===== config.mk =====
export PLATFORM = sky130hd
export DESIGN_NAME = fcwd_decoder
export DESIGN_NICKNAME = d
export VERILOG_FILES = /design/src/fcwd_edge_pulse.v /design/src/fcwd_decoder.v
export VERILOG_INCLUDE_DIRS = /design/src
export SDC_FILE = /design/constraint.sdc
export NUM_CORES = 1
export LEC_CHECK = 0
export ABC_AREA = 1
export BUFFER_PORTS_ARGS = -buffer_cell sky130_fd_sc_hd__buf_4
export CORE_MARGIN = 3
export CORE_UTILIZATION = 25
export DETAILED_ROUTE_END_ITERATION = 6
export PLACE_DENSITY = 0.56
export SLEW_MARGIN = 5
export SYNTH_ARGS = -nofsm -noshare
export SYNTH_HDL_FRONTEND = slang
export SYNTH_SLANG_ARGS = --single-unit
export TNS_END_PERCENT = 20

===== constraint.sdc =====
create_clock -name i_clock -period 5.52 [get_ports i_clock]
set_clock_uncertainty 0.15 [all_clocks]
set_input_delay 0.552 -clock i_clock [delete_from_list [all_inputs] [get_ports i_clock]]
set_output_delay 0.552 -clock i_clock [all_outputs]
set_load 0.005 [all_outputs]

===== src/fcwd_regs.vh =====
// bit positions, reset values and encodings of the fieldbus command word
`ifndef FCWD_REGS_VH
`define FCWD_REGS_VH

`define FCWD_WORD_W 32
`define FCWD_INT_LOW_W 16
`define FCWD_WORD_RESET 32'h0000_0000
`define FCWD_UPPER_ZERO 16'h0000

`define FCWD_BIT_STOP 0
`define FCWD_BIT_START 1
`define FCWD_BIT_REVERSE 2
`define FCWD_BIT_FAULT_RESET 4
`define FCWD_BIT_EXT_LOC_B 5
`define FCWD_BIT_RUN_DISABLE 6
`define FCWD_BIT_STOP_NORMAL 7
`define FCWD_BIT_STOP_FAST 8
`define FCWD_BIT_STOP_FREE 9
`define FCWD_BIT_ACCEL_SET 10
`define FCWD_BIT_RAMP_OUT_ZERO 11
`define FCWD_BIT_RAMP_HOLD 12
`define FCWD_BIT_RAMP_IN_ZERO 13
`define FCWD_BIT_LOCAL_LOCK 14
`define FCWD_BIT_TAKE_CTL 16
`define FCWD_BIT_TAKE_REF 17
`define FCWD_USER_LSB 22
`define FCWD_USER_MSB 25
`define FCWD_USER_W 4
`define FCWD_USER_RESET 4'h0

`define FCWD_MASK_USED 32'h03C3_7FF7

`define FCWD_STOP_W 2
`define FCWD_STOP_NORMAL_RAMP 2'h0
`define FCWD_STOP_FAST_RAMP 2'h1
`define FCWD_STOP_FREEWHEEL 2'h2

`endif


===== src/fcwd_edge_pulse.v =====
// rising edge detector giving a one-cycle qualified pulse
`timescale 1ns/1ps
`default_nettype none

module fcwd_edge_pulse
(
	input wire i_clock,
	input wire i_rst,
	input wire i_level,
	input wire i_qualify,
	output reg o_pulse
);

	reg level_r;

	always @(posedge i_clock or posedge i_rst)
	begin
		if (i_rst)
		begin
			level_r <= 1'b0;
			o_pulse <= 1'b0;
		end
		else
		begin
			level_r <= i_level;
			o_pulse <= i_level & ~level_r & i_qualify;
		end
	end

endmodule

`default_nettype wire


===== src/fcwd_decoder.v =====
// fieldbus command word decoder turning word bits into drive commands
// Function
// - low sixteen bits passed unchanged internally
// - bit 0 stops, bit 1 starts
// - direction is reference sign xor bit 2
// - bit 4 rising edge clears active fault
// - bit 5 picks external location b when location source is bus
// - bit 6 set deasserts bus run enable
// - bits 7 to 9 pick stop mode
// - no request bit: configured stop mode
// - bit 10 clear selects first ramp pair
// - bit 11 forces ramp output zero
// - bit 12 holds ramp output
// - bit 13 forces ramp input zero
// - bit 14 blocks switch to local
// - bit 16 requests bus control takeover
// - bit 17 requests bus reference takeover
// - bits 22 to 25 forwarded user bits
// - no conversion or scaling of data
`timescale 1ns/1ps
`default_nettype none
`include "fcwd_regs.vh"

module fcwd_decoder
(
	input wire i_clock,
	input wire i_rst,
	input wire i_cmd_write,
	input wire [`FCWD_WORD_W-1:0] i_cmd_word,
	input wire i_ref_negative,
	input wire i_fault_active,
	input wire [`FCWD_STOP_W-1:0] i_cfg_stop_mode,
	input wire i_loc_src_is_bus,
	input wire i_loc_b_other,
	input wire i_run_src_is_bus,
	input wire i_run_enable_other,
	output wire [`FCWD_WORD_W-1:0] o_cmd_word,
	output reg [`FCWD_WORD_W-1:0] o_internal_word,
	output reg o_stop_cmd,
	output reg [`FCWD_STOP_W-1:0] o_stop_mode,
	output reg o_start_cmd,
	output reg o_dir_reverse,
	output wire o_fault_reset,
	output reg o_external_location_b,
	output reg o_run_enable,
	output reg o_accel_set_first,
	output reg o_ramp_out_zero,
	output reg o_ramp_hold,
	output reg o_ramp_in_zero,
	output reg o_local_lock,
	output reg o_bus_takeover_control,
	output reg o_bus_takeover_reference,
	output reg [`FCWD_USER_W-1:0] o_user_bits
);

	reg [`FCWD_WORD_W-1:0] fieldbus_command_word_r;
	reg [`FCWD_STOP_W-1:0] stop_mode_nxt;
	reg accel_first_nxt;
	wire [`FCWD_WORD_W-1:0] used_word;
	wire stop_sel_normal_ramp;
	wire stop_sel_fast_ramp;
	wire stop_sel_freewheel;

	// reserved positions are masked off before the bit decode; o_internal_word copies the low half unmasked
	assign used_word = fieldbus_command_word_r & `FCWD_MASK_USED;
	assign stop_sel_normal_ramp = used_word[`FCWD_BIT_STOP_NORMAL];
	assign stop_sel_fast_ramp = used_word[`FCWD_BIT_STOP_FAST];
	assign stop_sel_freewheel = used_word[`FCWD_BIT_STOP_FREE];
	assign o_cmd_word = fieldbus_command_word_r;

	// word stored exactly as written, no scaling
	always @(posedge i_clock or posedge i_rst)
	begin
		if (i_rst)
			fieldbus_command_word_r <= `FCWD_WORD_RESET;
		else if (i_cmd_write)
			fieldbus_command_word_r <= i_cmd_word;
	end

	// request bits choose the mode, safest wins when several set
	always @*
	begin
		if (stop_sel_freewheel)
			stop_mode_nxt = `FCWD_STOP_FREEWHEEL;
		else if (stop_sel_fast_ramp)
			stop_mode_nxt = `FCWD_STOP_FAST_RAMP;
		else if (stop_sel_normal_ramp)
			stop_mode_nxt = `FCWD_STOP_NORMAL_RAMP;
		else
			stop_mode_nxt = i_cfg_stop_mode;
	end

	// set bit is a no-op, so the previous pair choice stays
	always @*
	begin
		if (!used_word[`FCWD_BIT_ACCEL_SET])
			accel_first_nxt = 1'b1;
		else
			accel_first_nxt = o_accel_set_first;
	end

	always @(posedge i_clock or posedge i_rst)
	begin
		if (i_rst)
		begin
			o_internal_word <= `FCWD_WORD_RESET;
			o_stop_cmd <= 1'b0;
			o_stop_mode <= `FCWD_STOP_NORMAL_RAMP;
			o_start_cmd <= 1'b0;
			o_dir_reverse <= 1'b0;
			o_external_location_b <= 1'b0;
			o_run_enable <= 1'b0;
			o_accel_set_first <= 1'b1;
			o_ramp_out_zero <= 1'b0;
			o_ramp_hold <= 1'b0;
			o_ramp_in_zero <= 1'b0;
			o_local_lock <= 1'b0;
			o_bus_takeover_control <= 1'b0;
			o_bus_takeover_reference <= 1'b0;
			o_user_bits <= `FCWD_USER_RESET;
		end
		else
		begin
			o_internal_word <= {`FCWD_UPPER_ZERO,
				fieldbus_command_word_r[`FCWD_INT_LOW_W-1:0]};
			o_stop_cmd <= used_word[`FCWD_BIT_STOP];
			o_stop_mode <= stop_mode_nxt;
			o_start_cmd <= used_word[`FCWD_BIT_START];
			o_dir_reverse <= i_ref_negative ^ used_word[`FCWD_BIT_REVERSE];
			if (i_loc_src_is_bus)
				o_external_location_b <= used_word[`FCWD_BIT_EXT_LOC_B];
			else
				o_external_location_b <= i_loc_b_other;
			if (i_run_src_is_bus)
				o_run_enable <= ~used_word[`FCWD_BIT_RUN_DISABLE];
			else
				o_run_enable <= i_run_enable_other;
			o_accel_set_first <= accel_first_nxt;
			o_ramp_out_zero <= used_word[`FCWD_BIT_RAMP_OUT_ZERO];
			o_ramp_hold <= used_word[`FCWD_BIT_RAMP_HOLD];
			o_ramp_in_zero <= used_word[`FCWD_BIT_RAMP_IN_ZERO];
			o_local_lock <= used_word[`FCWD_BIT_LOCAL_LOCK];
			o_bus_takeover_control <= used_word[`FCWD_BIT_TAKE_CTL];
			o_bus_takeover_reference <= used_word[`FCWD_BIT_TAKE_REF];
			o_user_bits <= used_word[`FCWD_USER_MSB:`FCWD_USER_LSB];
		end
	end

	// edge of the stored reset bit, gated by an active fault
	fcwd_edge_pulse u_fault_reset
	(
		.i_clock(i_clock),
		.i_rst(i_rst),
		.i_level(used_word[`FCWD_BIT_FAULT_RESET]),
		.i_qualify(i_fault_active),
		.o_pulse(o_fault_reset)
	);

endmodule

`default_nettype wire


Word-level counts from Yosys, hierarchy flattened:

Cells that the tools add are included.
Widths: inputs -> output; s select.

* register bits: 67
* bits of input ports: 43
* output and inout bits: 83
* logic and storage cells: 27

* multiplexer cells: 5
* bitwise gates (word level): 5

Operator list (count)
* $mux 2: 3
* $and 1x1->1: 2
* $mux 1: 2
* $not 1->1: 2
* $xor 1x1->1: 1

Depth between registers and ports, before layout:

Gate-level depths: netlist (run 1).

* word-level depth: 3
* depth in mapped cells: 4
* gate-level depth less buffers: 3

Modules after synthesis:

A second synthesis (run 1) with hierarchy kept.

* cell total of the unflattened synthesis: 202
* area total of the unflattened synthesis: 2381.0 µm²

By module, submodules not included
* fcwd_decoder: instances 1, cells an instance 197, area each 2317.2 µm², seq. area each 1476.4 µm²
* fcwd_edge_pulse: instances 1, cells an instance 5, area each 63.8 µm², seq. area each 50.0 µm²

Worst setup path before layout (run 1):

No wires, ideal clock.

* path kind: register to output
* from: register fieldbus_command_word_r[4] (netlist: o_cmd_word[4])
* to: output port o_cmd_word[4]
* arrival: 0.508 ns
* required time: 4.818 ns
* slack: 4.310 ns
* stages on the path, launching flop included: 2
* buffers on the path: 1
* cell sequence: dfrtp_1 > buf_4

RTL lines
* start, declared: RTL line fcwd_decoder.v:56 `` reg [`FCWD_WORD_W-1:0] fieldbus_command_word_r; ``
* start signal, assigned: RTL line fcwd_decoder.v:75 `` fieldbus_command_word_r <= `FCWD_WORD_RESET; ``
* start signal, assigned: RTL line fcwd_decoder.v:77 `fieldbus_command_word_r <= i_cmd_word;`
* end, declared: RTL line fcwd_decoder.v:37 `` output wire [`FCWD_WORD_W-1:0] o_cmd_word, ``

No word-level cell between the ends.

Worst setup path after layout (run 1):

* from: register fieldbus_command_word_r[9] (netlist: o_cmd_word[9])
* to: output port o_cmd_word[9]

No word-level cell between the ends.

==> impl_metrics.tcl, run 1 <==
set metrics [dict create \
    wl_um 4820 \
    die_x_um 103 \
    multi_input_area_um2 509 \
    path_clk_slew_ns 0.07 \
    total_power_mw 1.04 \
    routedWlPerCell_um 11.6 \
    nets 348 \
    max_slew_margin 0.466 \
    powerDensity_mw_per_mm2 317 \
    clk_path_buf_depth 2 \
    clock-root-buffer "clkbuf_8" \
    insertedDiodeCount 0 \
    initial_utilization 0.265 \
    critPathTopFamily "flip-flops" \
    dieArea_mm2 0.0107 \
    dp.final_hpwl_um 3390 \
    synthXorXnorAreaFrac 0.00370 \
    max_stage_delay_ns 0.42 \
    worstSetupPathType "flip-flop to output port" \
    cts_made_buffers 9 \
    synth-simple-area-share 0.0646 \
    chipHeight_um 103 \
    gr-usage-met3 0.0382 \
    max_cap_viol_count 0 \
    tns_ns 0 \
    ir_drop_uv 125 \
    use_met2 0.149 \
    finalCritPeriodShare 0.289 \
    cp_max_fo 4 \
    htree_levels 3 \
    drv_slew 0 \
    hold_viol_final 0 \
    required_ns 4.82 \
    synthDistinctLibCells 15 \
    grt_remaining_overflow 0 \
    core_mm2 0.00893 \
    setup_viol 0 \
    grt_first_pass_wirelength_um 7400 \
    yosys_warnings 0 \
    outcome "completed" \
    min_period_ns 1.60 \
    cpMaxStageDelayCell "dfrtp_1" \
    viasPerCell 3.87 \
    post_cts_buffers 0 \
    grt_use_total 0.0928 \
    startpoint_type "flip-flop" \
    ys_ff_latch 60 \
    syn_area_mm2 0.00236 \
    syn_to_final_growth_pct 38.6 \
    synth_fa_ha_area_frac 0 \
    layout_common_cells "buf_4, dfrtp_1, nand2_1" \
    first_iter_violations 48 \
    gp_congestion 0.647 \
    grt_pass1_vias 1565 \
    layout-drive-gt1-share 0.505 \
    p_leak_nw 1.74 \
    avgSynthCellArea_um2 11.7 \
    clkSinkCount 60 \
    use_met1 0.104 \
    ff_latch_area_mm2 0.00150 \
    yosysSeqAreaShare 0.635 \
    synth_compound_area_frac 0.120 \
    grt_max_degree 65 \
    grt-busiest-layer "met2" \
    ioPinCount 126 \
    drc 0 \
    end_kind "output port" \
    hold_buffers 0 \
    num-fill-cells 908 \
    path_cells "buf_4" \
    muxShareOfSynthArea 0 \
    tritoncts "done" \
    detail_route.first_pass.iterations 4 \
    rsz0062_at_grt "no" \
    synth_top_family_by_area "buffers and inverters" \
    max_freq_ghz 0.626 \
    max_slew.worst_pin.slew_ns 0.800 \
    arrival_ns 0.90 \
    min_path_type "flip-flop to flip-flop" \
    clk_latency_ns 0.33 \
    layout_commonest_cell "buf_4" \
    vias 1612 \
    fin_util 0.367 \
    cts_resized 0 \
    path_buf_inv 1 \
    port-buffer-count 108 \
    postRouteAntennaNets 0 \
    rows 34 \
    syn_inst 202 \
    antenna_found_initial 0 \
]
==> registers in the layout, indices dropped and copies added (netlist names) <==
name and cells:
o_bus_takeover_control 1, o_bus_takeover_reference 1, o_cmd_word 32, o_dir_reverse 1
o_external_location_b 1, o_internal_word 16, o_run_enable 1, o_stop_mode 2
o_user_bits 4, u_fault_reset.o_pulse 1
==> metrics by stage <==
| step | hold slack [ns] | setup slack [ns] | std cells | cell area, um^2 |
|---|---|---|---|---|
| floorplan | 0.245 | 3.33 | 217 | 2420 |
| global placement | 0.236 | 3.82 | 402 | 3090 |
| detailed placement | 0.236 | 3.76 | 402 | 3090 |
| CTS | 0.233 | 3.89 | 417 | 3280 |
| global route | 0.229 | 3.86 | 417 | 3280 |
| finish | 0.243 | 3.92 | 417 | 3280 |
==> synthesized netlist by cell type <==
| cell type | count | area, um^2 |
|---|---|---|
| a21oi_1 | 3 | 15.0 |
| o21ai_2 | 29 | 254 |
| buf_4 | 25 | 188 |
| nor2_1 | 3 | 11.3 |
| o21ai_0 | 3 | 15.0 |
| buf_6 | 3 | 33.8 |
| conb_1 | 2 | 7.51 |
| nand2_1 | 33 | 124 |
| nand2_2 | 2 | 12.5 |
| dfrtp_1 | 60 | 1500 |
| inv_1 | 33 | 124 |
| buf_12 | 1 | 20.0 |
| nand3_1 | 1 | 5.00 |
| buf_8 | 3 | 45.0 |
| xor2_1 | 1 | 8.76 |
==> routing by layer <==
layer	part of all wire	vias up
met5	0	-
met4	0.021	0
met3	0.098	8
met2	0.50	74
met1	0.38	753
li1	-	777
==> cell type report <==
| type | instances | area share |
|---|---|---|
| Clock buffer | 10 | 0.0420 |
| Multi-Input combinational cell | 92 | 0.155 |
| Sequential cell | 60 | 0.458 |
| Clock inverter | 5 | 0.0160 |
| Inverter | 33 | 0.0378 |
| Timing Repair Buffer | 109 | 0.250 |
| Tap cell | 108 | 0.0412 |
==> kinds of logic after synthesis <==
group                  after synthesis
buffers and inverters               65
flip-flops                          60
AND/OR/NAND/NOR                     39
AO/OA/AOI/OAI                       35
other                                2
XOR/XNOR                             1
==> path summary, 6_finish.rpt <==
kind | from | slack [ns] | to | cells past startpoint
worst min register to register | o_cmd_word[16]$_DFFE_PP0P_ | 0.24 | o_bus_takeover_control$_DFF_PP0_ | 0
max in group asynchronous | i_rst | 4.42 | o_internal_word[3]$_DFF_PP0_ | 3
worst max-delay path | o_cmd_word[9]$_DFFE_PP0P_ | 3.92 | o_cmd_word[9] | 1
min in group asynchronous | i_rst | 0.28 | o_user_bits[3]$_DFF_PP0_ | 3
worst max register to register | o_cmd_word[7]$_DFFE_PP0P_ | 4.60 | o_stop_mode[0]$_DFF_PP0_ | 3
worst min-delay path | o_cmd_word[16]$_DFFE_PP0P_ | 0.24 | o_bus_takeover_control$_DFF_PP0_ | 0
==> where the power goes <==
group / total [mW] / switching (mW) / internal, mW
Clock: 0.384 / 0.168 / 0.216
Combinational: 0.153 / 0.0660 / 0.0873
Sequential: 0.502 / 0.0223 / 0.480
Total: 1.04 / 0.257 / 0.783
Note: power is estimated with default switching activity, not from simulation.
==> inputs of run 2 (changes only) <==
Settings changed: PLACE_DENSITY 0.56 to 0.57.
Clock period 5.52 ns to 1.28 ns, I/O delays scaled along.
==> run 2 against run 1 <==
Compared with the run above: critical path depth is the same; setup slack lost 3.8 ns; non-clock buffer count is 43 higher; first-iteration DRC count up 52%; count of clock-buffer cells in the layout up 2; global-route usage grew 1.2 points; sequential cell count unchanged; design area increased by 16%; worst hold slack got worse by 0.20 ns; register-to-register slack got worse by 4.2 ns; largest power group unchanged.
==> impl_metrics.tcl, run 2 (same netlist as run 1, synthesis figures left out) <==
set metrics [dict create \
    path_cells "buf_4" \
    chipHeight_um 103 \
    wl_um 5310 \
    ir_drop_uv 456 \
    grt_max_degree 61 \
    tns_ns 0 \
    layout_common_cells "buf_4, dfrtp_1, dlygate4sd3_1" \
    die_x_um 103 \
    nets 391 \
    layout_commonest_cell "buf_4" \
    dp_slack_ns 0.377 \
    min_path_type "input port to flip-flop" \
    critPathTopFamily "flip-flops" \
    layout-drive-gt1-share 0.448 \
    dieArea_mm2 0.0107 \
    grt_remaining_overflow 0 \
    cp_max_fo 4 \
    startpoint_type "flip-flop" \
    tritoncts "done" \
    end_kind "output port" \
    gp_congestion 0.682 \
    cts_made_buffers 9 \
    vias 1810 \
    path_buf_inv 1 \
    required_ns 1.00 \
    clkSinkCount 60 \
    final_area_mm2 0.00380 \
    antenna_found_initial 0 \
    postRouteAntennaNets 0 \
    cts_resized 0 \
    grt_pass1_vias 1813 \
    clk_path_buf_depth 2 \
    drv_slew 0 \
    insertedDiodeCount 0 \
    routedWlPerCell_um 11.5 \
    htree_levels 3 \
    dp.final_hpwl_um 3560 \
    ioPinCount 126 \
    p_leak_nw 1.96 \
    viasPerCell 3.93 \
    path_clk_slew_ns 0.07 \
    holdWs_ns 0.0464 \
    place_area_mm2 0.00314 \
    layout_setup_ws_ns 0.114 \
    drc 0 \
    initial_utilization 0.265 \
    first_iter_violations 73 \
    grt_use_total 0.105 \
    powerDensity_mw_per_mm2 1330 \
    largest_reg_flops 32 \
    arrival_ns 0.89 \
    grt_first_pass_wirelength_um 8500 \
    min_period_ns 1.17 \
    hold_viol_final 0 \
    finalCritPeriodShare 0.911 \
    max_stage_delay_ns 0.41 \
    clock-root-buffer "clkbuf_8" \
    detail_route.first_pass.iterations 5 \
    max_cap_viol_count 0 \
    syn_to_final_growth_pct 60.9 \
    max_freq_ghz 0.858 \
    port-buffer-count 108 \
    cpMaxStageDelayCell "dfrtp_1" \
    clk_latency_ns 0.32 \
    worstSetupPathType "flip-flop to output port" \
    outcome "completed" \
    setup_viol 0 \
    rows 34 \
    core_mm2 0.00893 \
    rsz0062_at_grt "no" \
]
## run 2: final cells by class
cell class                 instances  area (um^2)
clock buffer                      12          155
inverter                          33          128
clock inverter                     4         95.1
fill                             862         5130
multi-input combinational         92          509
tap                              108          135
sequential                        60         1500
timing repair buffer             152         1280
## run 2: through the flow
step | std cells | util | total power [mW]
after detailed placement | 404 | 0.352 | 2.91
after global routing | 461 | 0.426 | 5.37
final | 461 | 0.426 | 5.07
after floorplan | 217 | - | 2.53
after CTS | 461 | 0.426 | 5.16
after global placement | 404 | 0.352 | 2.89
## run 2: worst paths after layout
kind	end	start	slack, ns	cells after the start
worst max register to register	o_stop_mode[0]$_DFF_PP0_	o_cmd_word[7]$_DFFE_PP0P_	0.36	3
min in group asynchronous	o_internal_word[7]$_DFF_PP0_	i_rst	0.32	4
worst min register to register	o_bus_takeover_reference$_DFF_PP0_	o_cmd_word[17]$_DFFE_PP0P_	0.24	0
worst max-delay path	o_cmd_word[2]	o_cmd_word[2]$_DFFE_PP0P_	0.11	1
worst min-delay path	o_cmd_word[1]$_DFFE_PP0P_	i_cmd_write	0.05	3
max in group asynchronous	o_cmd_word[23]$_DFFE_PP0P_	i_rst	0.41	4
## run 2: layer usage
| metal | vias to the layer above | global-route usage | share of wire |
|---|---|---|---|
| li1 | 867 | - | - |
| met5 | - | 0 | 0 |
| met1 | 862 | 0.116 | 0.39 |
| met4 | 0 | 0.0448 | 0.019 |
| met2 | 76 | 0.181 | 0.52 |
| met3 | 5 | 0.0402 | 0.068 |
## run 2: what timing repair did
item,in CTS,in global routing
hold endpoints to repair,98,0
hold buffers,41,0
setup buffers,0,0
## run 2: where the power goes
| part | total, mW | internal, mW | switching, mW |
|---|---|---|---|
| sequential | 2.17 | 2.07 | 0.100 |
| combinational | 0.792 | 0.475 | 0.316 |
| clock | 2.11 | 1.40 | 0.709 |
==> inputs of run 3 (changes only) <==
Settings changed: CELL_PAD_IN_SITES_DETAIL_PLACEMENT from default to 1, CELL_PAD_IN_SITES_GLOBAL_PLACEMENT from default to 2, CORE_UTILIZATION 25 to 23, PLACE_DENSITY 0.57 to 0.8.
==> run 3 against run 2 <==
Compared with the run above: setup slack worse by 0.018 ns; fmax decreased by 1.6%; utilization fell by 4.0 points; global-route usage grew 0.35 points; first-iteration DRC count is 47% lower; design area grew 0.13%; sequential share of layout area down 0.052 points; largest power group unchanged.
==> impl_metrics.tcl, run 3 (same netlist as run 1, synthesis figures left out) <==
set metrics [dict create \
    arrival_ns 0.91 \
    core_mm2 0.00986 \
    grt_remaining_overflow 0 \
    cp_max_fo 4 \
    dp.final_hpwl_um 4020 \
    min_path_type "input port to flip-flop" \
    clock-root-buffer "clkbuf_8" \
    startpoint_type "flip-flop" \
    nets 391 \
    tritoncts "done" \
    worstReg2RegStart "o_cmd_word[7]$_DFFE_PP0P_" \
    startpoint "o_cmd_word[6]$_DFFE_PP0P_" \
    rsz0062_at_grt "no" \
    cts_made_buffers 9 \
    num-fill-cells 1098 \
    rows 36 \
    wl_um 6110 \
    hold_end "o_cmd_word[18]$_DFFE_PP0P_" \
    finalCritPeriodShare 0.926 \
    max_stage_delay_ns 0.42 \
    max_cap_viol_count 0 \
    clk_latency_ns 0.34 \
    largest_reg_flops 32 \
    antenna_found_initial 0 \
    dieArea_mm2 0.0115 \
    tns_ns 0 \
    grt_pass1_vias 1845 \
    path_cells "buf_4" \
    postRouteAntennaNets 0 \
    powerDensity_mw_per_mm2 1290 \
    die_x_um 107 \
    ioPinCount 126 \
    viasPerCell 3.72 \
    min_period_ns 1.18 \
    chipHeight_um 107 \
    grt_first_pass_wirelength_um 9470 \
    insertedDiodeCount 0 \
    vias 1806 \
    clkSinkCount 60 \
    path_buf_inv 1 \
    layout-drive-gt1-share 0.449 \
    p_leak_nw 1.94 \
    drc 0 \
    layout_common_cells "buf_4, dfrtp_1, dlygate4sd3_1" \
    syn_to_final_growth_pct 61.1 \
    cpMaxStageDelayCell "dfrtp_1" \
    worstSetupPathType "flip-flop to output port" \
    r2r_cells 3 \
    path_clk_slew_ns 0.07 \
    outcome "completed" \
    min_path_cells 3 \
    min_from "i_cmd_write" \
    reg2reg_to "o_stop_mode[0]$_DFF_PP0_" \
    hold_viol_final 0 \
    end_kind "output port" \
    setup_viol 0 \
    layout_commonest_cell "buf_4" \
    first_iter_violations 39 \
    detail_route.first_pass.iterations 4 \
    max_freq_ghz 0.844 \
    clk_path_buf_depth 2 \
    port-buffer-count 108 \
    drv_slew 0 \
    initial_utilization 0.240 \
    r2r_setup_slack_ns 0.37 \
    gp_congestion 0.706 \
    total_power_mw 4.90 \
    routedWlPerCell_um 12.6 \
    post_cts_buffers 0 \
    grt_max_degree 61 \
    ir_drop_uv 506 \
    critPathTopFamily "flip-flops" \
    grt_use_total 0.109 \
    required_ns 1.00 \
    htree_levels 3 \
]
[run 3: cell types whose count changed in the layout (fill, tap and decap cells not counted)]
| cell | delta |
|---|---|
| clkinvlp_4 | +1 |
| bufinv_16 | -1 |
| clkbuf_1 | -1 |
[run 3: metal layers]
layer	track usage	wire length (um)	share of wire
met1	0.115	2260	0.37
met2	0.197	3370	0.55
met3	0.0360	365	0.060
met4	0.0433	113	0.019
met5	0	0	0
[run 3: area by class of cell]
class,instances,area [um^2],area share
Clock buffer,11,151,0.0397
Clock inverter,4,72.6,0.0190
Inverter,33,128,0.0335
Multi-Input combinational cell,92,509,0.134
Sequential cell,60,1500,0.394
Tap cell,133,166,0.0437
Timing Repair Buffer,152,1280,0.336
[run 3: power by group]
group	total (mW)	switching, mW	internal (mW)
Clock	1.93	0.740	1.19
Sequential	2.17	0.102	2.07
Combinational	0.805	0.329	0.476
[run 3: how the worst max path moves through the flow]
| stage | endpoint | slack [ns] | cells after the start |
|---|---|---|---|
| after CTS | o_cmd_word[6] | 0.07 | 1 |
| after detailed placement | o_cmd_word[12]$_DFFE_PP0P_ | 0.38 | 4 |
| after global routing | o_cmd_word[2] | 0.04 | 1 |
| after floorplan | o_bus_takeover_control$_DFF_PP0_ | 0.37 | 1 |
| after global placement | o_cmd_word[11]$_DFFE_PP0P_ | 0.41 | 3 |
| final | o_cmd_word[6] | 0.1 | 1 |
[run 3: repair_timing]
| item | 4_1_cts | 5_1_grt |
|---|---|---|
| endpoints found under the setup margin | 0 | 0 |
| hold buffers | 41 | 0 |
| gates resized for setup | 0 | 0 |
| endpoints found under the hold margin | 98 | 0 |
[run 3: per-stage QoR]
stage | std cells | instance area [um^2] | util | hold slack (ns) | setup WS [ns]
3_3_place_gp | 429 | 3180 | 0.322 | 0.0962 | 0.412
6_report | 485 | 3810 | 0.386 | 0.0555 | 0.0954
3_5_place_dp | 429 | 3180 | 0.322 | 0.104 | 0.379
5_1_grt | 485 | 3810 | 0.386 | 0.0576 | 0.0383
2_1_floorplan | 217 | 2420 | - | 0.0651 | 0.372
4_1_cts | 485 | 3810 | 0.386 | 0.0475 | 0.0682
